### src/logic/acl_pkg.sv
// Purpose: shared constants for the link audio channel controller
// Assumes: 50 MHz ref_clk, codec-driven bit clock
// Notes:   field positions of the control words held here
package acl_pkg;
  localparam int FRAME_BITS   = 256;
  localparam int SLOT_COUNT   = 13;
  localparam int TAG_BITS     = 16;
  localparam int SLOT_BITS    = 20;
  localparam int FIFO_DEPTH   = 8;
  // main control fields
  localparam int MAIN_EN_BIT  = 0;
  localparam int MAIN_S1_BIT  = 1;
  localparam int MAIN_S2_BIT  = 2;
  // tx/rx channel control fields
  localparam int CH_EN_BIT    = 0;
  localparam int CH_SL3_BIT   = 1;
  localparam int CH_SL4_BIT   = 2;
  localparam int CH_SIZE_LSB  = 3;
  localparam int CTRL_W       = 5;
  // sample width codes; 16 bits after reset
  localparam logic [1:0] SIZE_16 = 2'h0;
  localparam logic [1:0] SIZE_18 = 2'h1;
  localparam logic [1:0] SIZE_20 = 2'h2;
  localparam logic [1:0] SIZE_12 = 2'h3;
  localparam logic [CTRL_W-1:0] CH_CTRL_RESET = 5'h00;
  localparam logic [2:0] MAIN_RESET = 3'h0;
  localparam logic       CODEC_RESET_RESET = 1'b0;
endpackage
### src/logic/acl_channel.sv
// Purpose: one audio channel on the five-wire link: command slots, fifo-paced play and record
// Assumes: bit clock comes from the codec and is sampled by ref_clk (>= 3x faster)
// Notes:   control bits are plain ports; sync and data out change on bit clock rising edge,
//          data in is taken on the falling edge
`timescale 1ns/1ns
// Functional notes
// - codecResetN pin is the inverse of bit 0 of codec reset control, directly.
// - rx control assigns receive fifo to slots 3 and 4, with enable.
// - tx control assigns transmit fifo to audio slots, with enable.
// - main control enables slots 1, 2 and the whole controller.
// - samples written only while tx full clear; sent one per frame slot.
// - received samples pushed to rx fifo; read only while not empty.
// - bus sample widths 12, 16, 18, 20 selectable; 16 after reset.
// - received 20-bit field right-shifted to lsb-justified selected width.
// - the width select field lives in tx channel control.
// - transmit sample left-shifted into 20 bits, low bits zero.
// - with only slot 3 enabled each word maps to slot 3 per frame.
// - each 32-bit data word carries exactly one sample.
// - 256-bit frames of 13 slots on codec bit clock; sync marks start.
module acl_channel
  import acl_pkg::*;
#(
  parameter int DEPTH = FIFO_DEPTH
) (
  // clock and reset
  input  wire logic              ref_clk,
  input  wire logic              reset,
  // control ports
  input  wire logic              codecResetCtl,
  input  wire logic [2:0]        mainControl,
  input  wire logic [CTRL_W-1:0] txChannelControl,
  input  wire logic [CTRL_W-1:0] rxChannelControl,
  // command slot write ports
  input  wire logic [19:0]       cmdAddrData,
  input  wire logic              cmdAddrWrite,
  input  wire logic [19:0]       cmdDataData,
  input  wire logic              cmdDataWrite,
  output logic [1:0]             slotBusy,
  // channel data port
  input  wire logic [31:0]       txWordData,
  input  wire logic              txWordWrite,
  output logic [31:0]            rxWordData,
  input  wire logic              rxWordRead,
  output logic                   txFull,
  output logic                   rxEmpty,
  // link pins
  input  wire logic              bitClk,
  input  wire logic              serialIn,
  output logic                   syncOut,
  output logic                   serialOut,
  output logic                   codecResetN
);
  localparam int AW = $clog2(DEPTH);

  // two-stage synchronisers for link inputs
  logic [1:0] bclkSync_r, sdinSync_r;
  logic       bclkDly_r;
  always_ff @(posedge ref_clk or posedge reset) begin
    if (reset) begin
      bclkSync_r <= 2'h0;
      sdinSync_r <= 2'h0;
      bclkDly_r  <= 1'b0;
    end else begin
      bclkSync_r <= {bclkSync_r[0], bitClk};
      sdinSync_r <= {sdinSync_r[0], serialIn};
      bclkDly_r  <= bclkSync_r[1];
    end
  end
  wire bclkRise = bclkSync_r[1] & ~bclkDly_r;
  wire bclkFall = ~bclkSync_r[1] & bclkDly_r;
  wire sdinBit  = sdinSync_r[1];

  assign codecResetN = ~codecResetCtl;

  wire linkOn  = mainControl[MAIN_EN_BIT];
  wire txEn    = txChannelControl[CH_EN_BIT];
  wire rxEn    = rxChannelControl[CH_EN_BIT];
  wire [1:0] widthSel = txChannelControl[CH_SIZE_LSB +: 2];

  // bit position in frame: tag slot 16 bits, then 12 slots of 20
  logic [7:0] bitCnt_r;
  always_ff @(posedge ref_clk or posedge reset) begin
    if (reset) bitCnt_r <= 8'h00;
    else if (!linkOn) bitCnt_r <= 8'h00;
    else if (bclkRise) bitCnt_r <= bitCnt_r + 8'h01;
  end
  wire frameStart = bclkRise && bitCnt_r == 8'(FRAME_BITS - 1);
  wire [7:0] slotBit = bitCnt_r - 8'(TAG_BITS);
  function automatic logic [3:0] slotOf(input logic [7:0] b);
    if (b < 8'(TAG_BITS)) slotOf = 4'h0;
    else slotOf = 4'(((b - 8'(TAG_BITS)) / 8'(SLOT_BITS)) + 8'h01);
  endfunction
  wire [3:0] curSlot = slotOf(bitCnt_r);
  wire [4:0] inSlot  = 5'((slotBit) % 8'(SLOT_BITS));

  // mono when slot 3 alone is enabled
  wire txMono = txChannelControl[CH_SL3_BIT] & ~txChannelControl[CH_SL4_BIT];
  wire rxMono = rxChannelControl[CH_SL3_BIT] & ~rxChannelControl[CH_SL4_BIT];

  // width conversion
  function automatic logic [19:0] toLink(input logic [31:0] s, input logic [1:0] w);
    unique case (w)
      SIZE_12: toLink = {s[11:0], 8'h00};
      SIZE_16: toLink = {s[15:0], 4'h0};
      SIZE_18: toLink = {s[17:0], 2'h0};
      SIZE_20: toLink = s[19:0];
    endcase
  endfunction
  function automatic logic [31:0] fromLink(input logic [19:0] f, input logic [1:0] w);
    unique case (w)
      SIZE_12: fromLink = {20'h00000, f[19:8]};
      SIZE_16: fromLink = {16'h0000, f[19:4]};
      SIZE_18: fromLink = {14'h0000, f[19:2]};
      SIZE_20: fromLink = {12'h000, f};
    endcase
  endfunction

  // fifos hold one sample per 32-bit word
  logic [31:0]   txMem [DEPTH];
  logic [31:0]   rxMem [DEPTH];
  logic [AW:0]   txWp_r, txRp_r, rxWp_r, rxRp_r;
  assign txFull  = (txWp_r - txRp_r) == (AW+1)'(DEPTH);
  assign rxEmpty = rxWp_r == rxRp_r;
  wire txEmpty = txWp_r == txRp_r;
  wire rxFull  = (rxWp_r - rxRp_r) == (AW+1)'(DEPTH);
  assign rxWordData = rxMem[rxRp_r[AW-1:0]];

  // slot loading: at frame start latch per-slot valid and fields
  logic [19:0] cmdAddr_r, cmdData_r, out3_r, out4_r;
  logic [4:0]  tag_r; // bit4 valid frame, 3 slot1, 2 slot2, 1 slot3, 0 slot4
  logic        cmdSent_r;
  wire txSl3 = txEn & txChannelControl[CH_SL3_BIT];
  wire txSl4 = txEn & txChannelControl[CH_SL4_BIT] & ~txMono;
  wire [AW:0] txCount = txWp_r - txRp_r;
  wire stereoOk = txCount >= (AW+1)'(2);
  wire take3 = txSl3 && (txSl4 ? stereoOk : !txEmpty);
  wire take4 = txSl4 && (txSl3 ? stereoOk : !txEmpty);
  wire sendCmd = slotBusy[0] & slotBusy[1] & mainControl[MAIN_S1_BIT]
                 & mainControl[MAIN_S2_BIT];
  wire [AW:0] txPop = (AW+1)'(take3) + (AW+1)'(take4);
  wire [31:0] txHead = txMem[txRp_r[AW-1:0]];
  wire [31:0] txNext = txMem[AW'(txRp_r[AW-1:0] + AW'(1))];

  always_ff @(posedge ref_clk or posedge reset) begin
    if (reset) begin
      txWp_r <= '0;
      txRp_r <= '0;
      tag_r  <= 5'h00;
      out3_r <= 20'h00000;
      out4_r <= 20'h00000;
    end else begin
      if (txWordWrite && !txFull) txWp_r <= txWp_r + (AW+1)'(1);
      if (frameStart && linkOn) begin
        tag_r  <= {1'b1, sendCmd, sendCmd, take3, take4};
        out3_r <= take3 ? toLink(txHead, widthSel) : 20'h00000;
        out4_r <= take4 ? toLink(take3 ? txNext : txHead, widthSel) : 20'h00000;
        txRp_r <= txRp_r + txPop;
      end
    end
  end
  always_ff @(posedge ref_clk) begin
    if (txWordWrite && !txFull) txMem[txWp_r[AW-1:0]] <= txWordData;
  end

  // command slot registers and busy flags; a new write wins over the clear
  logic [1:0] busy_r;
  assign slotBusy = busy_r;
  always_ff @(posedge ref_clk or posedge reset) begin
    if (reset) begin
      busy_r    <= 2'h0;
      cmdAddr_r <= 20'h00000;
      cmdData_r <= 20'h00000;
      cmdSent_r <= 1'b0;
    end else begin
      cmdSent_r <= frameStart && linkOn && sendCmd;
      if (cmdSent_r) busy_r <= 2'h0;
      if (cmdAddrWrite) begin
        cmdAddr_r <= cmdAddrData;
        busy_r[0] <= 1'b1;
      end
      if (cmdDataWrite) begin
        cmdData_r <= cmdDataData;
        busy_r[1] <= 1'b1;
      end
    end
  end

  // outgoing serial stream, msb first in every slot
  logic [19:0] field;
  always_comb begin
    unique case (curSlot)
      4'h1:    field = tag_r[3] ? cmdAddr_r : 20'h00000;
      4'h2:    field = tag_r[2] ? cmdData_r : 20'h00000;
      4'h3:    field = out3_r;
      4'h4:    field = out4_r;
      default: field = 20'h00000;
    endcase
  end
  wire [15:0] tagWord = {tag_r, 11'h000};
  wire txBit = (curSlot == 4'h0) ? tagWord[4'(15 - bitCnt_r[3:0])]
                                 : field[5'(19 - inSlot)];
  always_ff @(posedge ref_clk or posedge reset) begin
    if (reset) begin
      syncOut   <= 1'b0;
      serialOut <= 1'b0;
    end else if (bclkRise && linkOn) begin
      // sync high across the tag slot, first edge of frame
      syncOut   <= (bitCnt_r == 8'(FRAME_BITS - 1)) || (bitCnt_r < 8'(TAG_BITS - 1));
      serialOut <= txBit;
    end else if (!linkOn) begin
      syncOut   <= 1'b0;
      serialOut <= 1'b0;
    end
  end

  // receive: shift falling-edge samples; bit index lags one rise behind
  logic [19:0] rxShift_r;
  logic [4:0]  rxTag_r;
  wire [7:0] rxPos  = bitCnt_r - 8'h01;
  wire [3:0] rxSlot = slotOf(rxPos);
  wire [4:0] rxIn   = 5'((rxPos - 8'(TAG_BITS)) % 8'(SLOT_BITS));
  wire rxEndSlot = bclkFall && rxSlot != 4'h0 && rxIn == 5'(SLOT_BITS - 1);
  wire [19:0] rxField = {rxShift_r[18:0], sdinBit};
  wire rxWant = rxEn && ((rxSlot == 4'h3 && rxChannelControl[CH_SL3_BIT] && rxTag_r[1])
                || (rxSlot == 4'h4 && rxChannelControl[CH_SL4_BIT] && !rxMono && rxTag_r[0]));
  wire rxPush = rxEndSlot && rxWant && !rxFull;
  always_ff @(posedge ref_clk or posedge reset) begin
    if (reset) begin
      rxShift_r <= 20'h00000;
      rxTag_r   <= 5'h00;
      rxWp_r    <= '0;
      rxRp_r    <= '0;
    end else begin
      if (bclkFall) rxShift_r <= rxField;
      // the fifth tag bit has arrived: valid, slot 1..4 flags sit in the low five bits
      if (bclkFall && rxSlot == 4'h0 && rxPos[3:0] == 4'h4) rxTag_r <= rxField[4:0];
      if (rxPush) rxWp_r <= rxWp_r + (AW+1)'(1);
      if (rxWordRead && !rxEmpty) rxRp_r <= rxRp_r + (AW+1)'(1);
    end
  end
  always_ff @(posedge ref_clk) begin
    if (rxPush) rxMem[rxWp_r[AW-1:0]] <= fromLink(rxField, widthSel);
  end
endmodule

### config.mk
export PLATFORM = sky130hd
export DESIGN_NAME = acl_channel
export DESIGN_NICKNAME = d
export VERILOG_FILES = /design/src/logic/acl_pkg.sv /design/src/logic/acl_channel.sv
export SDC_FILE = /design/constraint.sdc
export NUM_CORES = 1
export LEC_CHECK = 0
export BUFFER_PORTS_ARGS = -buffer_cell sky130_fd_sc_hd__buf_2
export CAP_MARGIN = 5
export CORE_MARGIN = 3
export CORE_UTILIZATION = 40
export DETAILED_ROUTE_END_ITERATION = 8
export PLACE_DENSITY = 0.61
export RECOVER_POWER = 100
export SYNTH_ARGS = -nofsm -noshare
export SYNTH_HDL_FRONTEND = slang
export SYNTH_SLANG_ARGS = --single-unit
### constraint.sdc
create_clock -name ref_clk -period 9.6 [get_ports ref_clk]
set_input_delay 0.48 -clock ref_clk [delete_from_list [all_inputs] [get_ports ref_clk]]
set_output_delay 0.48 -clock ref_clk [all_outputs]
set_load 0.005 [all_outputs]
Word-level counts from Yosys, hierarchy flattened
Memory sizes are Yosys's and may differ from the RTL's.
Cells that the tools add are included.

storage, ports and cells
  memory bits (read-only) = 0
  latch bits = 0
  memories = 2
  memory bits (writable) = 512
  input bits = 94
  output and inout port bits = 39
  register bits = 140

operators by class
  reduce and logical (&&, ||, !) cells = 33
  bitwise logic cells = 16
  mux-type cells = 31
  shift-type cells = 0
  divide/modulo/power cells = 4
  equality and inequality tests = 18
  order comparisons = 6
  $mul = 0
  add/subtract/negate cells = 16

memory list
  name   words  width  read ports  clocked after memory_dff  wr ports  RTL line            source
  rxMem  8      32     1           0                         1         acl_channel.sv:120  logic [31:0] rxMem [DEPTH];
  txMem  8      32     2           0                         1         acl_channel.sv:119  logic [31:0] txMem [DEPTH];

operator list
  kind                                                 count
  case mux 20 bit (4 select lines)                     3
  case mux 32 bit (4 select lines)                     1
  two-way mux 20 bit                                   5
  two-way mux 32 bit                                   1
  adder 4 x 1 -> 4 bit (second input constant)         5
  logical AND 1 bit                                    20
  divider 8 x 5 -> 8 bit (second input constant)       2
  < comparator 8 x 5 -> 1 bit (second input constant)  2
  modulo 8 x 5 -> 8 bit (second input constant)        2
  two-way mux 8 bit                                    2
  subtractor 8 x 5 -> 8 bit (second input constant)    2
  two-way mux 1 bit                                    14
  == test 4 x 2 -> 1 bit (second input constant)       3
  == test 4 x 3 -> 1 bit (second input constant)       3
  AND 1 bit                                            10
  adder 8 x 1 -> 8 bit (second input constant)         1
  == test 4 bit                                        2
  == test 4 bit (second input constant)                2
  == test 8 bit (second input constant)                1
  zero test 4 bit                                      2
  < comparator 8 x 4 -> 1 bit (second input constant)  1
  two-way mux 4 bit                                    2
  subtractor 4 bit                                     2
  subtractor 8 x 1 -> 8 bit (second input constant)    1
  other kinds (22)                                     35

Depth between registers and ports, before layout
  depth after elaboration = 15
  depth in mapped cells = 27
  mapped depth without buffers = 25

Least setup slack after synthesis
Ideal clock, no wire load.

  path kind = reg-to-reg
  start point = register bitCnt_r[0]
  end point = memory rxMem[1][0] (enable)
  data arrival time = 7.578 ns
  path slack = 1.567 ns
  stages on the path, launching flop included = 27
  clock period less this slack = 8.033 ns
  required time = 9.145 ns
  cells stage by stage = dfrtp_1 > buf_2 > clkinv_1 > ha_1 > nor3b_1 > xnor2_2 > ha_1 > xnor3_1 > ha_1 > inv_1 > o311ai_1 > nand2_1 > mux2_2 > maj3_1 > a221o_1 > xnor2_1 > inv_1 > ha_1 > a21boi_0 > o32ai_2 > ha_1 > xnor2_1 > nor4_1 > and4_1 > or2_1 > buf_2 > nor4b_1

on the way
  cells in the longest elaborated chain, start to end = 15
  elaborated cells between the ends (all ways) = 24
  classes of those cells = 3 x add/sub; 2 x div; 1 x order compare; 3 x eq/ne; 3 x mux; 12 x reduce/logical

ends and longest elaborated chain
  item                                         RTL line                               source
  start, declared                              acl_channel.sv:81                      logic [7:0] bitCnt_r;
  start signal, assigned                       acl_channel.sv:85                      else if (bclkRise) bitCnt_r <= bitCnt_r + 8'h01;
  subtractor 8 x 1 -> 8 bit (*)                acl_channel.sv:219                     wire [7:0] rxPos = bitCnt_r - 8'h01;
  subtractor 8 x 5 -> 8 bit                    acl_channel.sv:91, acl_channel.sv:221
  divider 8 x 5 -> 8 bit                       acl_channel.sv:91                      else slotOf = 4'(((b - 8'(TAG_BITS)) / 8'(SLOT_BITS)) + 8'h01);
  adder 4 x 1 -> 4 bit                         acl_channel.sv:91
  two-way mux 4 bit                            acl_channel.sv:90                      if (b < 8'(TAG_BITS)) slotOf = 4'h0;
  == test 4 x 3 -> 1 bit                       acl_channel.sv:225                     || (rxSlot == 4'h4 && rxChannelControl[CH_SL4_BIT] && !rxMono && rxTag_r[0]));
  logical AND 1 bit (3 in series)              acl_channel.sv:225
  logical OR 1 bit                             acl_channel.sv:225
  logical AND 1 bit                            acl_channel.sv:224                     wire rxWant = rxEn && ((rxSlot == 4'h3 && rxChannelControl[CH_SL3_BIT] && rxTag_r[1])
  logical AND 1 bit (*) (2 in series)          acl_channel.sv:226                     wire rxPush = rxEndSlot && rxWant && !rxFull;
  two-way mux 1 bit (*)                        acl_channel.sv:242                     if (rxPush) rxMem[rxWp_r[AW-1:0]] <= fromLink(rxField, widthSel);
  two-way mux 1 bit (implied by the code) (*)  acl_channel.sv:242
  end, declared                                acl_channel.sv:120

Mark *: on every way between the ends. The rest lies on a longest branch, timed or not.

Worst setup path after layout
  start point = register bitCnt_r[0]
  end point = memory rxMem[6][5] (enable)

Same word-level chain as after synthesis.

==> metrics.yaml <==
synthTopCellsByCount: "edfxtp_1 (320), nand2_1 (167), mux4_2 (156)"
synth-edff-count: 320
cp_common_cell: "ha_1"
rows: 87
outcome: "complete, but fails checks"
insertion_delay_ns: 0.59
worstPathArrival_ns: 8.67
synthMostInstantiatedCell: "edfxtp_1"
fillers: 4938
final_hold_viol_count: 0
cts_made_buffers: 49
crit_path_top_delay_cell: "dfrtp_1"
pin_count: 133
layout-drive-gt1-share_pct: 25.2
drc: 0
yosysUniqueCellTypes: 91
rsz0062_at_grt: "false"
grt_start_max_net_pins: 75
grt_usage_pct: 18.3
tightest_slew_ns: 3.94
start_util_pct: 40.5
synth-seq-cells: 459
cts-root-buf: "clkbuf_16"
core_sq_um: 56500
power_mw: 5.59
synthTopCellsByArea: "edfxtp_1 (42%), mux4_2 (15%), dfrtp_1 (15%), mux2_2 (4.1%), nand2_1 (2.7%)"
clkTransAtPathRegs_ns: 0.06
drv_cap: 13
r2r-start: "bitCnt_r[0]$_DFFE_PP0P_"
drt_wl_total_mm: 54.7
power.density_nw_per_um2: 217
internal-power_mw: 4.02
yosysTopAreaCell: "edfxtp_1"
failed_checks: "capacitance limit, slew limit"
grt_overflow: 0
chipWidth_um: 245
setup_violations: 0
drv_slew: 464
clockBufferDepth: 3
grt_pass1_wl_mm: 85.1
required_ns: 9.83
finalCriticalPeriod_ns: 8.44
dr.first_iter.drc_count: 1309
fmaxAchievable_mhz: 119
fin_worst_skew_ns: 0.0224
switching_share_pct: 28.1
pwr-share-clk_pct: 34.8
ys_async_sr_fraction_pct: 30.3
ir_drop_v: 0.000212
syn_inst: 1574
p_leak_nw: 9.31
p_sw_mw: 1.57
first_pass_iters: 7
grt_pass1_vias: 14200
yosys_warnings: 0
p_seq_share_pct: 44.4
via_count: 14000
pwr-share-comb_pct: 20.8
numPortBuffers: 106
hp-start: "cmdAddrData[4]"
cts.sinks: 459
die_h_um: 245
synthFlopType: "edfxtp_1"
critPathCaptureType: "register"
path_max_fanout: 20
antenna_found_initial: 4
ant_nets: 0
htree_num_levels: 2
postSynthAreaPerCell_sq_um: 14.5
areaGrowthSynthToFinish_pct: 12.5
relSlewSlack_pct: -163
fin_setup_tns_ns: 0
synth_area_sq_um: 22900
dp_hpwl_mm: 35.2
fin_nets: 1779
die_area_sq_um: 60100
fin_crit_sh_pct: 87.9
slowest_delay_ns: 0.82
yosysSeqAreaShare_pct: 57.2
synth_top_area_share_pct: 42.0
crit_start: "bitCnt_r[0]$_DFFE_PP0P_"
routabilityCongestion: 0.908
worstSetupPathType: "register to register"
hold_class: "input port to register"
cts_setup_buffers: 0
vias_per_cell: 5.73
rrSetupSlack_ns: 1.16
start_kind: "register"
wl_per_cell_um: 22.3
cts_tree: "yes"
final cells by class:
cell class	count	area, sq um	area share, %
clock inverters	32	355	1.38
repair buffers	140	699	2.72
multi-input cells	966	9180	35.6
diodes	1	2.50	0.00972
well taps	756	946	3.68
flip-flops and latches	459	13100	50.9
clock buffers	56	1320	5.11
inverters	40	151	0.588
path summary, 6_finish.rpt:
check | to | cells after the start
worst max-delay path | rxMem[6][5]$_DFFE_PP_ | 26
max in group asynchronous | txRp_r[0]$_DFFE_PP0P_ | 4
worst min register to register | bclkSync_r[1]$_DFF_PP0_ | 0
worst min-delay path | cmdAddr_r[4]$_DFFE_PP0P_ | 3
worst max register to register | rxMem[6][5]$_DFFE_PP_ | 26
min in group asynchronous | bclkSync_r[1]$_DFF_PP0_ | 3
power groups by stage:
| stage | logic (mW) | clock network, mW | registers, mW |
|---|---|---|---|
| 2_1_floorplan | 0.838 | 0 | 2.47 |
| 5_1_grt | 1.29 | 2.08 | 2.50 |
| 3_5_place_dp | 1.21 | 0 | 2.52 |
| 6_report | 1.16 | 1.95 | 2.48 |
| 4_1_cts | 1.22 | 1.99 | 2.48 |
| 3_3_place_gp | 1.18 | 0 | 2.50 |
metal layers:
layer	routed length, um	GRT usage, %	share of wire [%]
met1	23800	25.0	43
met2	26500	29.9	48
met3	3050	3.33	5.6
met4	1330	5.37	2.4
met5	45	0	0.082
critical path, delay by kind of cell, from the launching register on:
family | cells | cell delay (ns)
adders and majority gates | 6 | 1.85
buffers and inverters | 4 | 1.07
xor gates and xnor gates | 3 | 1.38
and+or+nand+nor | 7 | 1.29
AOI/OAI and AO/OA | 5 | 1.28
muxes | 1 | 0.41
DFF | 1 | 0.82
cells by family (layout without fill, tap and decap cells):
family | after synthesis | in the layout | synth area share, %
multiplexers | 279 | 279 | 21.2
XOR/XNOR | 48 | 48 | 1.99
AO/OA/AOI/OAI | 234 | 234 | 7.24
AND/OR/NAND/NOR | 363 | 363 | 7.67
other | 1 | 13 | 0.0164
flip-flops | 459 | 459 | 57.2
adder cells (fa/ha/maj) | 30 | 30 | 1.70
buffers and inverters | 160 | 268 | 2.97
registers in the layout, summed over array words and instances (netlist names):
signal,flops
syncOut,1
rxWp_r,4
txRp_r,4
bitCnt_r,8
txWp_r,4
rxTag_r,2
rxShift_r,19
sdinSync_r,2
slotBusy,2
bclkDly_r,1
tag_r,4
rxMem,160
cmdSent_r,1
txMem,160
bclkSync_r,2
cmdData_r,20
out3_r,20
serialOut,1
cmdAddr_r,20
out4_r,20
rxRp_r,4
layout by cell type, fill, tap and decap left out, types with 41 or more instances in the layout:
master     count
mux2_2        80
edfxtp_1     320
mux4_2       156
o21ai_0       67
clkbuf_16     51
nand3_1       41
buf_2         67
nand2_1      167
clkbuf_1      53
dfrtp_1      137
timing repair:
action	CTS	global route
hold endpoints to repair	41	0
gates resized for setup	0	0
hold buffers	3	0
stage by stage:
step | area [sq um] | util [%] | cells | hold slack [ns] | worst slack [ns]
after global routing | 25700 | 45.6 | 2449 | 0.0758 | 0.556
after detailed placement | 24200 | 42.8 | 2358 | 0.341 | 1.76
final | 25700 | 45.6 | 2450 | 0.0952 | 1.16
after CTS | 25900 | 45.9 | 2449 | 0.0678 | 1.74
after floorplan | 22900 | - | 1585 | 0.331 | 1.57
after global placement | 24200 | 42.8 | 2358 | 0.339 | 1.96
Power figures use the tool's default switching activity.
